===== src/logic/ut_fault_pkg.sv =====
// Package with command codes, field layout, reset values, states and carriers for the under-temperature fault logic.
package ut_fault_pkg;
  // Command codes of the two registers.
  localparam logic [7:0] CMD_UT_THRESH = 8'h53;
  localparam logic [7:0] CMD_UT_ACTION = 8'h54;
  // Reset values.
  localparam logic [15:0] THRESH_RST = 16'h0000;
  localparam logic [7:0] ACTION_RST = 8'h00;
  localparam logic [15:0] RDATA_RST = 16'h0000;
  // Field positions inside the action register.
  localparam int RESP_HI = 7;
  localparam int RESP_LO = 6;
  localparam int RETRY_HI = 5;
  localparam int RETRY_LO = 3;
  localparam int DLY_HI = 2;
  localparam int DLY_LO = 0;
  // Response codes.
  localparam logic [1:0] RESP_IGNORE = 2'h0;
  localparam logic [1:0] RESP_CONTINUE = 2'h1;
  localparam logic [1:0] RESP_RETRY = 2'h2;
  localparam logic [1:0] RESP_LATCH = 2'h3;
  // Retry codes.
  localparam logic [2:0] RETRY_NONE = 3'h0;
  localparam logic [2:0] RETRY_FOREVER = 3'h7;
  // Smallest units count and shortest time unit.
  localparam logic [7:0] UNITS_ONE = 8'h01;
  localparam logic [15:0] UNIT_MIN = 16'h0001;
  // Handler states.
  typedef enum logic [2:0] {ST_RUN, ST_CONT, ST_OFF_WAIT, ST_TRY, ST_LATCH} ut_state_e;
  // One register access request.
  typedef struct packed {
    logic wr;
    logic rd;
    logic [7:0] cmd;
    logic [15:0] wdata;
  } reg_req_s;
endpackage


===== src/logic/ut_fault_handler.sv =====
// Under-temperature fault handler with threshold and action registers.
`timescale 1ns/1ns
module ut_fault_handler
  import ut_fault_pkg::*;
(
  // Clock and reset.
  input wire logic clk_sys,
  input wire logic resetn,
  // Register access port.
  input wire reg_req_s reg_req,
  output logic reg_ack_r,
  output logic reg_err_r,
  output logic [15:0] reg_rdata_r,
  // Measurement, time unit and control from the controller.
  input wire logic [15:0] temp_meas,
  input wire logic [15:0] delay_unit,
  input wire logic on_cmd,
  input wire logic fault_clear,
  input wire logic other_fault_off,
  // Converter output and status.
  output logic out_en_r,
  output logic fault_flag_r,
  output logic latched_r
);
  logic [15:0] thresh_r;
  logic [7:0] action_r;
  logic fault_r;
  logic below;
  ut_state_e st_r;
  ut_state_e st_nxt;
  logic [2:0] left_r;
  logic [2:0] left_nxt;
  logic [7:0] units_r;
  logic [15:0] ucnt_r;
  logic tmr_done;
  logic tmr_load;
  logic [1:0] resp;
  logic [2:0] retries;
  logic [7:0] dly_units;
  logic [15:0] unit_len;
  logic abort;
  logic retry_ok;

  // Action fields, the decoded delay length and the guarded unit length.
  assign resp = action_r[RESP_HI:RESP_LO];
  assign retries = action_r[RETRY_HI:RETRY_LO];
  assign dly_units = UNITS_ONE << action_r[DLY_HI:DLY_LO];
  assign unit_len = (delay_unit == 16'h0000) ? UNIT_MIN : delay_unit;
  assign abort = !on_cmd || other_fault_off || fault_clear;
  assign retry_ok = (retries == RETRY_FOREVER) || (left_r != 3'h0);

  // The measurement is compared with the threshold as linear-format numbers, not as raw codes.
  linear_less u_cmp (
    .a(temp_meas),
    .b(thresh_r),
    .a_below_b(below)
  );

  // Register writes; the threshold is kept as raw linear code.
  always_ff @(posedge clk_sys or negedge resetn) begin
    if (!resetn) begin
      thresh_r <= THRESH_RST;
      action_r <= ACTION_RST;
    end else if (reg_req.wr && reg_req.cmd == CMD_UT_THRESH) begin
      thresh_r <= reg_req.wdata;
    end else if (reg_req.wr && reg_req.cmd == CMD_UT_ACTION) begin
      action_r <= reg_req.wdata[7:0];
    end
  end

  // Register answers one cycle after the request; unknown codes flag an error.
  always_ff @(posedge clk_sys or negedge resetn) begin
    if (!resetn) begin
      reg_ack_r <= 1'b0;
      reg_err_r <= 1'b0;
      reg_rdata_r <= RDATA_RST;
    end else begin
      reg_ack_r <= reg_req.wr || reg_req.rd;
      reg_err_r <= (reg_req.wr || reg_req.rd) && reg_req.cmd != CMD_UT_THRESH && reg_req.cmd != CMD_UT_ACTION;
      if (reg_req.rd && reg_req.cmd == CMD_UT_THRESH) begin
        reg_rdata_r <= thresh_r;
      end else if (reg_req.rd && reg_req.cmd == CMD_UT_ACTION) begin
        reg_rdata_r <= {8'h00, action_r};
      end else if (reg_req.rd) begin
        reg_rdata_r <= RDATA_RST;
      end
    end
  end

  // Fault detection and the sticky status bit; a new fault wins over a clear.
  always_ff @(posedge clk_sys or negedge resetn) begin
    if (!resetn) begin
      fault_r <= 1'b0;
      fault_flag_r <= 1'b0;
    end else begin
      fault_r <= below;
      if (fault_r) begin
        fault_flag_r <= 1'b1;
      end else if (fault_clear) begin
        fault_flag_r <= 1'b0;
      end
    end
  end

  // Next state and attempt counter of the response sequence.
  always_comb begin
    st_nxt = st_r;
    left_nxt = left_r;
    if (abort) begin
      st_nxt = ST_RUN;
      left_nxt = retries;
    end else begin
      case (st_r)
        ST_RUN: begin
          left_nxt = retries;
          if (fault_r) begin
            case (resp)
              RESP_IGNORE: st_nxt = ST_RUN;
              RESP_CONTINUE: st_nxt = ST_CONT;
              RESP_RETRY: st_nxt = (retries == RETRY_NONE) ? ST_LATCH : ST_OFF_WAIT;
              default: st_nxt = ST_LATCH;
            endcase
          end
        end
        ST_CONT: begin
          if (tmr_done && !fault_r) begin
            st_nxt = ST_RUN;
          end else if (tmr_done) begin
            st_nxt = (retries == RETRY_NONE) ? ST_LATCH : ST_OFF_WAIT;
          end
        end
        ST_OFF_WAIT: begin
          if (tmr_done) begin
            st_nxt = ST_TRY;
            if (retries != RETRY_FOREVER) begin
              left_nxt = left_r - 3'h1;
            end
          end
        end
        ST_TRY: begin
          if (tmr_done && !fault_r) begin
            st_nxt = ST_RUN;
            left_nxt = retries;
          end else if (tmr_done) begin
            st_nxt = retry_ok ? ST_OFF_WAIT : ST_LATCH;
          end
        end
        ST_LATCH: st_nxt = ST_LATCH;
        default: st_nxt = ST_RUN;
      endcase
    end
  end

  // State, output enable and latched indication.
  always_ff @(posedge clk_sys or negedge resetn) begin
    if (!resetn) begin
      st_r <= ST_RUN;
      left_r <= 3'h0;
      out_en_r <= 1'b0;
      latched_r <= 1'b0;
    end else begin
      st_r <= st_nxt;
      left_r <= left_nxt;
      out_en_r <= on_cmd && (st_nxt == ST_RUN || st_nxt == ST_CONT || st_nxt == ST_TRY);
      latched_r <= st_nxt == ST_LATCH;
    end
  end

  // Delay timer of whole units; each unit lasts the programmed unit length.
  assign tmr_load = st_nxt != st_r && (st_nxt == ST_CONT || st_nxt == ST_OFF_WAIT || st_nxt == ST_TRY);
  assign tmr_done = units_r == UNITS_ONE && ucnt_r == 16'h0000;
  always_ff @(posedge clk_sys or negedge resetn) begin
    if (!resetn) begin
      units_r <= 8'h00;
      ucnt_r <= 16'h0000;
    end else if (tmr_load) begin
      units_r <= dly_units;
      ucnt_r <= unit_len - 16'h0001;
    end else if (units_r != 8'h00 && ucnt_r != 16'h0000) begin
      ucnt_r <= ucnt_r - 16'h0001;
    end else if (units_r != 8'h00) begin
      units_r <= units_r - 8'h01;
      ucnt_r <= unit_len - 16'h0001;
    end
  end
endmodule // ut_fault_handler


===== src/logic/linear_less.sv =====
// Comparator that tells whether one linear-format value is below another.
`timescale 1ns/1ns
module linear_less (
  // Operands in linear format.
  input wire logic [15:0] a,
  input wire logic [15:0] b,
  // Result.
  output logic a_below_b
);
  logic signed [42:0] a_fix;
  logic signed [42:0] b_fix;
  logic [4:0] a_sh;
  logic [4:0] b_sh;

  // Exponent plus sixteen is the exponent with its sign bit inverted.
  assign a_sh = {~a[15], a[14:11]};
  assign b_sh = {~b[15], b[14:11]};

  // Both values are brought to one fixed point with sixteen fraction bits.
  always_comb begin
    a_fix = 43'(signed'(a[10:0])) <<< a_sh;
    b_fix = 43'(signed'(b[10:0])) <<< b_sh;
    a_below_b = a_fix < b_fix;
  end
endmodule // linear_less


===== config.mk =====
export PLATFORM = sky130hd
export DESIGN_NAME = ut_fault_handler
export DESIGN_NICKNAME = d
export VERILOG_FILES = /design/src/logic/ut_fault_pkg.sv /design/src/logic/ut_fault_handler.sv /design/src/logic/linear_less.sv
export SDC_FILE = /design/constraint.sdc
export NUM_CORES = 1
export LEC_CHECK = 0
export BUFFER_PORTS_ARGS = -buffer_cell sky130_fd_sc_hd__buf_2
export CAP_MARGIN = 20
export CORE_MARGIN = 3
export CORE_UTILIZATION = 60
export CTS_BUF_LIST = sky130_fd_sc_hd__clkbuf_8
export CTS_CLUSTER_SIZE = 8
export DETAILED_ROUTE_END_ITERATION = 10
export PLACE_DENSITY = 0.86
export SYNTH_ARGS = -nofsm -noshare
export SYNTH_HDL_FRONTEND = slang
export SYNTH_HIERARCHICAL = 1
export SYNTH_SLANG_ARGS = --single-unit

===== constraint.sdc =====
create_clock -name clk_sys -period 5.6 [get_ports clk_sys]
set_clock_uncertainty 0.05 [all_clocks]
set_input_delay 1.12 -clock clk_sys [delete_from_list [all_inputs] [get_ports clk_sys]]
set_output_delay 1.12 -clock clk_sys [all_outputs]
set_load 0.1 [all_outputs]

# [Word-level counts from Yosys, hierarchy flattened]
# Cells that the tools add are included.
# W data, S select, Z words.
[word_totals] ff_bits=76 elab_cells=112 in_bits=63
[op_classes] add_sub_neg=4 n_bitwise=3 reduce_logical=38 n_eq_ne=22 muxes=28 magnitude_cmp=1 n_shift=3
[op_table] cell="$mux W16" n=7
[op_table] cell="$sshl A11 B5 Y43" n=2
[op_table] cell="$lt A43 B43 Y1" n=1
[op_table] cell="$mux W3" n=13
[op_table] cell="$logic_not A16 Y1" n=2
[op_table] cell="$sub A16 B1 Y16 const B" n=2
[op_table] cell="$mux W8" n=3
[op_table] cell="$pmux W3 S3" n=2
[op_table] cell="$eq A8 B7 Y1 const B" n=2
[op_table] cell="$ne A8 B7 Y1 const B" n=2
[op_table] cell="$reduce_bool A16 Y1" n=1
[op_table] cell="$pmux W3 S5" n=1
[op_table] cell="$eq A3 B2 Y1 const B" n=4
[op_table] cell="$ne A3 B3 Y1 const B" n=4
[op_table] cell="$logic_and A1 B1 Y1" n=11
[op_table] cell="$eq A3 B3 Y1 const B" n=3
[op_table] cell="$logic_not A3 Y1" n=3
[op_table] cell="$reduce_bool A3 Y1" n=3
[op_table] cell="$eq A8 B1 Y1 const B" n=1
[op_table] cell="$logic_or A1 B1 Y1" n=8
[op_table] cell="$reduce_bool A8 Y1" n=1
[op_table] cell="$shl A1 B3 Y8 const A" n=1
[op_table] cell="$sub A8 B1 Y8 const B" n=1
[op_table] cell="$eq A3 B1 Y1 const B" n=2
[op_table] cell="13 further kinds" n=19

# [Longest topological paths before layout]
[logic_depth] word_depth=13 depth_mapped=15 ltp_nobuf=13

# [By module]
# Netlist, hierarchy kept.
[by_module_without_submodules] module="ut_fault_handler" instances=1 area_each_um2=4302.9 cells_per_inst=444
[by_module_without_submodules] module="linear_less" instances=1 area_each_um2=2738.9 cells_per_inst=403

# [Worst setup path before layout]
# OpenSTA, ideal clock, no wires.
[synth_timing] path_kind="input-to-reg" from="input temp_meas[11]" to="register fault_r" cell_stages=15 path_buffers=2 t_arrival_ns=4.002 path_slack_ns=1.476 path_cell_list="clkbuf_1 -> clkbuf_1 -> mux2i_1 -> mux2i_1 -> a21oi_1 -> nor2_1 -> a21oi_1 -> nor2_1 -> ha_1 -> a21o_1 -> a221o_1 -> o2bb2ai_1 -> a2111oi_2 -> o221ai_1 -> nor2_1"
[synth_between] elab_chain_len=2
[synth_rtl] element="start, declared" line_no="ut_fault_handler.sv:15" source="input wire logic [15:0] temp_meas,"
[synth_rtl] element="$sshl A11 B5 Y43" line_no="linear_less.sv:21" source="a_fix = 43'(signed'(a[10:0])) <<< a_sh;"
[synth_rtl] element="$lt A43 B43 Y1" line_no="linear_less.sv:23" source="a_below_b = a_fix < b_fix;"
[synth_rtl] element="via below" line_no="ut_fault_handler.sv:28" source="logic below;"
[synth_rtl] element="end signal, assigned" line_no="ut_fault_handler.sv:96" source="fault_r <= below;"
[synth_rtl] element="end, declared" line_no="ut_fault_handler.sv:27" source="logic fault_r;"
# The timed path passes the listed nets, and every way through them passes these cells.
# A chain may end at the register's enable or synchronous reset.

# [Worst setup path in the final report]
[layout_timing] from="register thresh_r[11]" to="register fault_r"
[layout_between] elab_chain_len=2
[layout_rtl] element="start, declared" line_no="ut_fault_handler.sv:25" source="logic [15:0] thresh_r;"
[layout_rtl] element="start signal, assigned" line_no="ut_fault_handler.sv:65" source="thresh_r <= reg_req.wdata;"
[layout_rtl] element="$sshl A11 B5 Y43" line_no="linear_less.sv:22" source="b_fix = 43'(signed'(b[10:0])) <<< b_sh;"
[layout_rtl] element="$lt A43 B43 Y1" line_no="linear_less.sv:23"
[layout_rtl] element="via below" line_no="ut_fault_handler.sv:28"
# The timed path passes the listed nets, and every way through them passes these cells.

==> results.md <==
- Worst Max-Slew Pin Slew: 0.965 ns
- Register area share after synthesis: ~27%
- Post-route DRC: 0
- Initial Util: 63.0%
- Vias in the first global route: between 6000 and 7000
- Clk buf depth: 2
- Ant diodes: 0
- Antenna violation net count after detailed routing: 0
- Synth Flop Type: dfrtp_1
- Static Leak: about 3.3 nW
- Post-synthesis async set-or-reset flop share: 100%
- Met3 Wirelength: 1.10 mm
- Peak VDD IR: between 0.15 and 0.2 mV
- DR pass1 iterations: 5
- Placed cells: 1023
- Site Rows: 38
- Final hold violation count: 0
- Vias: roughly 6700
- Synthesized net count: roughly 960
- Core area: between 10000 and 15000 µm²
- Met2 wire length: around 8.5 mm
- Power Dens Cells: between 200 and 250 nW/µm²
- GRT overflow: 0
- Vias per cell: roughly 6.5
- Yosys Warn Count: 6
- CTS Sinks: 76
- Post-route setup TNS: 0 ns
- EDFF count, synth: 0
- CP startpoint kind: flop
- Final worst-path cycle share: about 68%
- Buffers on Ports: between 80 and 90
- Final wirelength: 18.0 mm
- Period minus WS final: roughly 3.8 ns
- WL met1: approximately 7.8 mm
- Hold_buf cts: 0
- Final Setup Violations: 0
- Die X-Extent: between 100 and 150 µm
- CP Capture Type: flop
- Routability cong.: between 0.9 and 1
- Register Area: about 1900 µm²
- Final #Nets: slightly above 1000
- CTS root buf: clkbuf_8
- Hpwl dp: 13.4 mm
- Final-report max-slew violation count: 0
- Top Ports: 84
- CTS tree: built
- Initial antenna violation count: 0
- Post-Syn Area: ~7000 µm²
- Synthesized instance count: between 800 and 900
- Area grow syn2layout: 8.58%
- First-pass GRT wire length: roughly 29 mm
- WHS: approximately 0.47 ns
- Depth of the CTS H-tree: 3
- Worst Path Required: 5.84 ns
- Post-CTS setup buffer count: 0
- Drt wl/cell: 17.3 µm
- Relative slew margins: 35.7%
- Library cells used by synthesis: 80
- Total chip power: around 1.8 mW
- Layout fillers: approximately 940
- Worst Hold Class: flop to flop
- First DRT Iteration DRCs: approximately 700
- Largest net degree at the start of global routing: 77
- Non-filler instance count after layout: 1039
- Status: finished, final reports clean
- Max layer used: met4
- Syn Area/Cell: roughly 8.3 µm²
- Max cap viols: 0
- RSZ-0062 raised after global routing: false
- Critical path arrival: 4.04 ns
- Layout cells sized above 1: between 10% and 20%
- CP Max Fanout: 19
- TritonCTS Buffers: 9
- Die Y: 114 µm
- Kind of critical path: flop to flop
- Fmax: ~260 MHz
- Area occupied by multi-input gates: ~4800 µm²
- Worst skew pair latency: roughly 0.37 ns
- Yosys reg bits: 76
- Clock Pin Slew Worst Setup and Hold Paths: ~0.1 ns
- GRT Util Overall: roughly 27%
- PostCTS Resize Cnt: 0
- Die area: between 10000 and 15000 µm²
[final timing paths]
path | cells after the start | from | slack (ns) | endpoint
max reg2reg | 12 | thresh_r[11] | 1.80 | fault_r
max | 12 | thresh_r[11] | 1.80 | fault_r
min in group asynchronous | 1 | resetn | 0.83 | reg_ack_r
min | 2 | reg_rdata_r[12] | 0.47 | reg_rdata_r[12]
max in group asynchronous | 1 | resetn | 4.02 | out_en_r
min reg2reg | 2 | reg_rdata_r[12] | 0.47 | reg_rdata_r[12]
[area by class of cell]
type                    count  area share, %
clock buffers               9           1.62
clock inverters             7           1.18
inverters                  33           1.62
multi-input cells         689           62.8
flip-flops and latches     76           24.9
well taps                 140           2.29
repair buffers             85           5.66
[synthesized netlist by cell type (25+ instances only)]
master | number | area, µm²
nor2_1 | 76 | 285
nor3_1 | 26 | 130
clkbuf_1 | 38 | 143
nand2_1 | 85 | 319
mux2i_1 | 45 | 450
o21ai_0 | 69 | 345
mux2_2 | 32 | 360
inv_1 | 30 | 113
nand3_1 | 25 | 125
ha_1 | 49 | 613
a21oi_1 | 52 | 260
dfrtp_1 | 76 | 1900
[report_power, final]
| part | switching [mW] | leakage [nW] | total [mW] | internal, mW |
|---|---|---|---|---|
| clock network | 0.249 | 0.110 | 0.468 | 0.219 |
| logic | 0.334 | 2.27 | 0.574 | 0.239 |
| registers | 0.109 | 0.965 | 0.730 | 0.621 |
[flip-flops by register name, indices dropped and copies added (netlist names), 3 cells and up]
signal / count
reg_rdata_r: 16
thresh_r: 16
left_r: 3
action_r: 8
ucnt_r: 16
st_r: 3
units_r: 8
[cells by family after synthesis]
logic type | after synthesis | share of synthesized area [%]
and+or+nand+nor | 297 | 21.3
AOI/OAI and AO/OA | 241 | 22.2
muxes | 83 | 13.5
buffers and inverters | 82 | 4.85
DFF | 76 | 27.0
adders and majority gates | 49 | 8.71
xor gates and xnor gates | 19 | 2.36
[layer usage]
metal	up-vias	GRT usage, %
met1	3161	37.2
met4	0	9.98
li1	3231	-
met2	261	44.8
met5	-	0
met3	49	4.18
[critical path, cell delays in order (launching register included)]
cell	delay, ns
dfrtp_1	0.87
mux2_2	0.43
o21ai_0	0.33
o21ai_0	0.23
o21ba_2	0.28
a22oi_1	0.18
ha_1	0.30
and4_1	0.23
nand4_1	0.12
nor3_1	0.08
a2111oi_2	0.35
o221ai_1	0.17
nor2_1	0.12
[stage by stage]
stage | worst slack (ns) | instance area (µm²) | util [%]
after global placement | 1.53 | 7430 | 66.5
after global routing | 1.57 | 7650 | 68.4
after CTS | 1.83 | 7650 | 68.4
after floorplan | 1.48 | 7040 | -
after detailed placement | 1.47 | 7430 | 66.5
final | 1.80 | 7650 | 68.4
[cells in the final DEF (no fill, tap or decap), types with 6 or more instances in the layout]
master    count
nand2_1      85
buf_2        82
nor2_1       76
dfrtp_1      76
o21ai_0      69
a21oi_1      52
ha_1         49
mux2i_1      45
mux2_2       32
inv_1        30
nor3_1       26
nand3_1      25
a22oi_1      20
a31oi_1      11
xnor2_1      11
nand3b_1     10
a211oi_1      9
clkbuf_8      9
nor4_1        8
xor2_1        8
a21o_1        8
nand4_1       8
o21a_1        7
nor2b_1       6
nand2b_1      6
or2_2         6
or3_1         6
o31ai_1       6
o22ai_1       6
(Power assumes the default switching activity.)
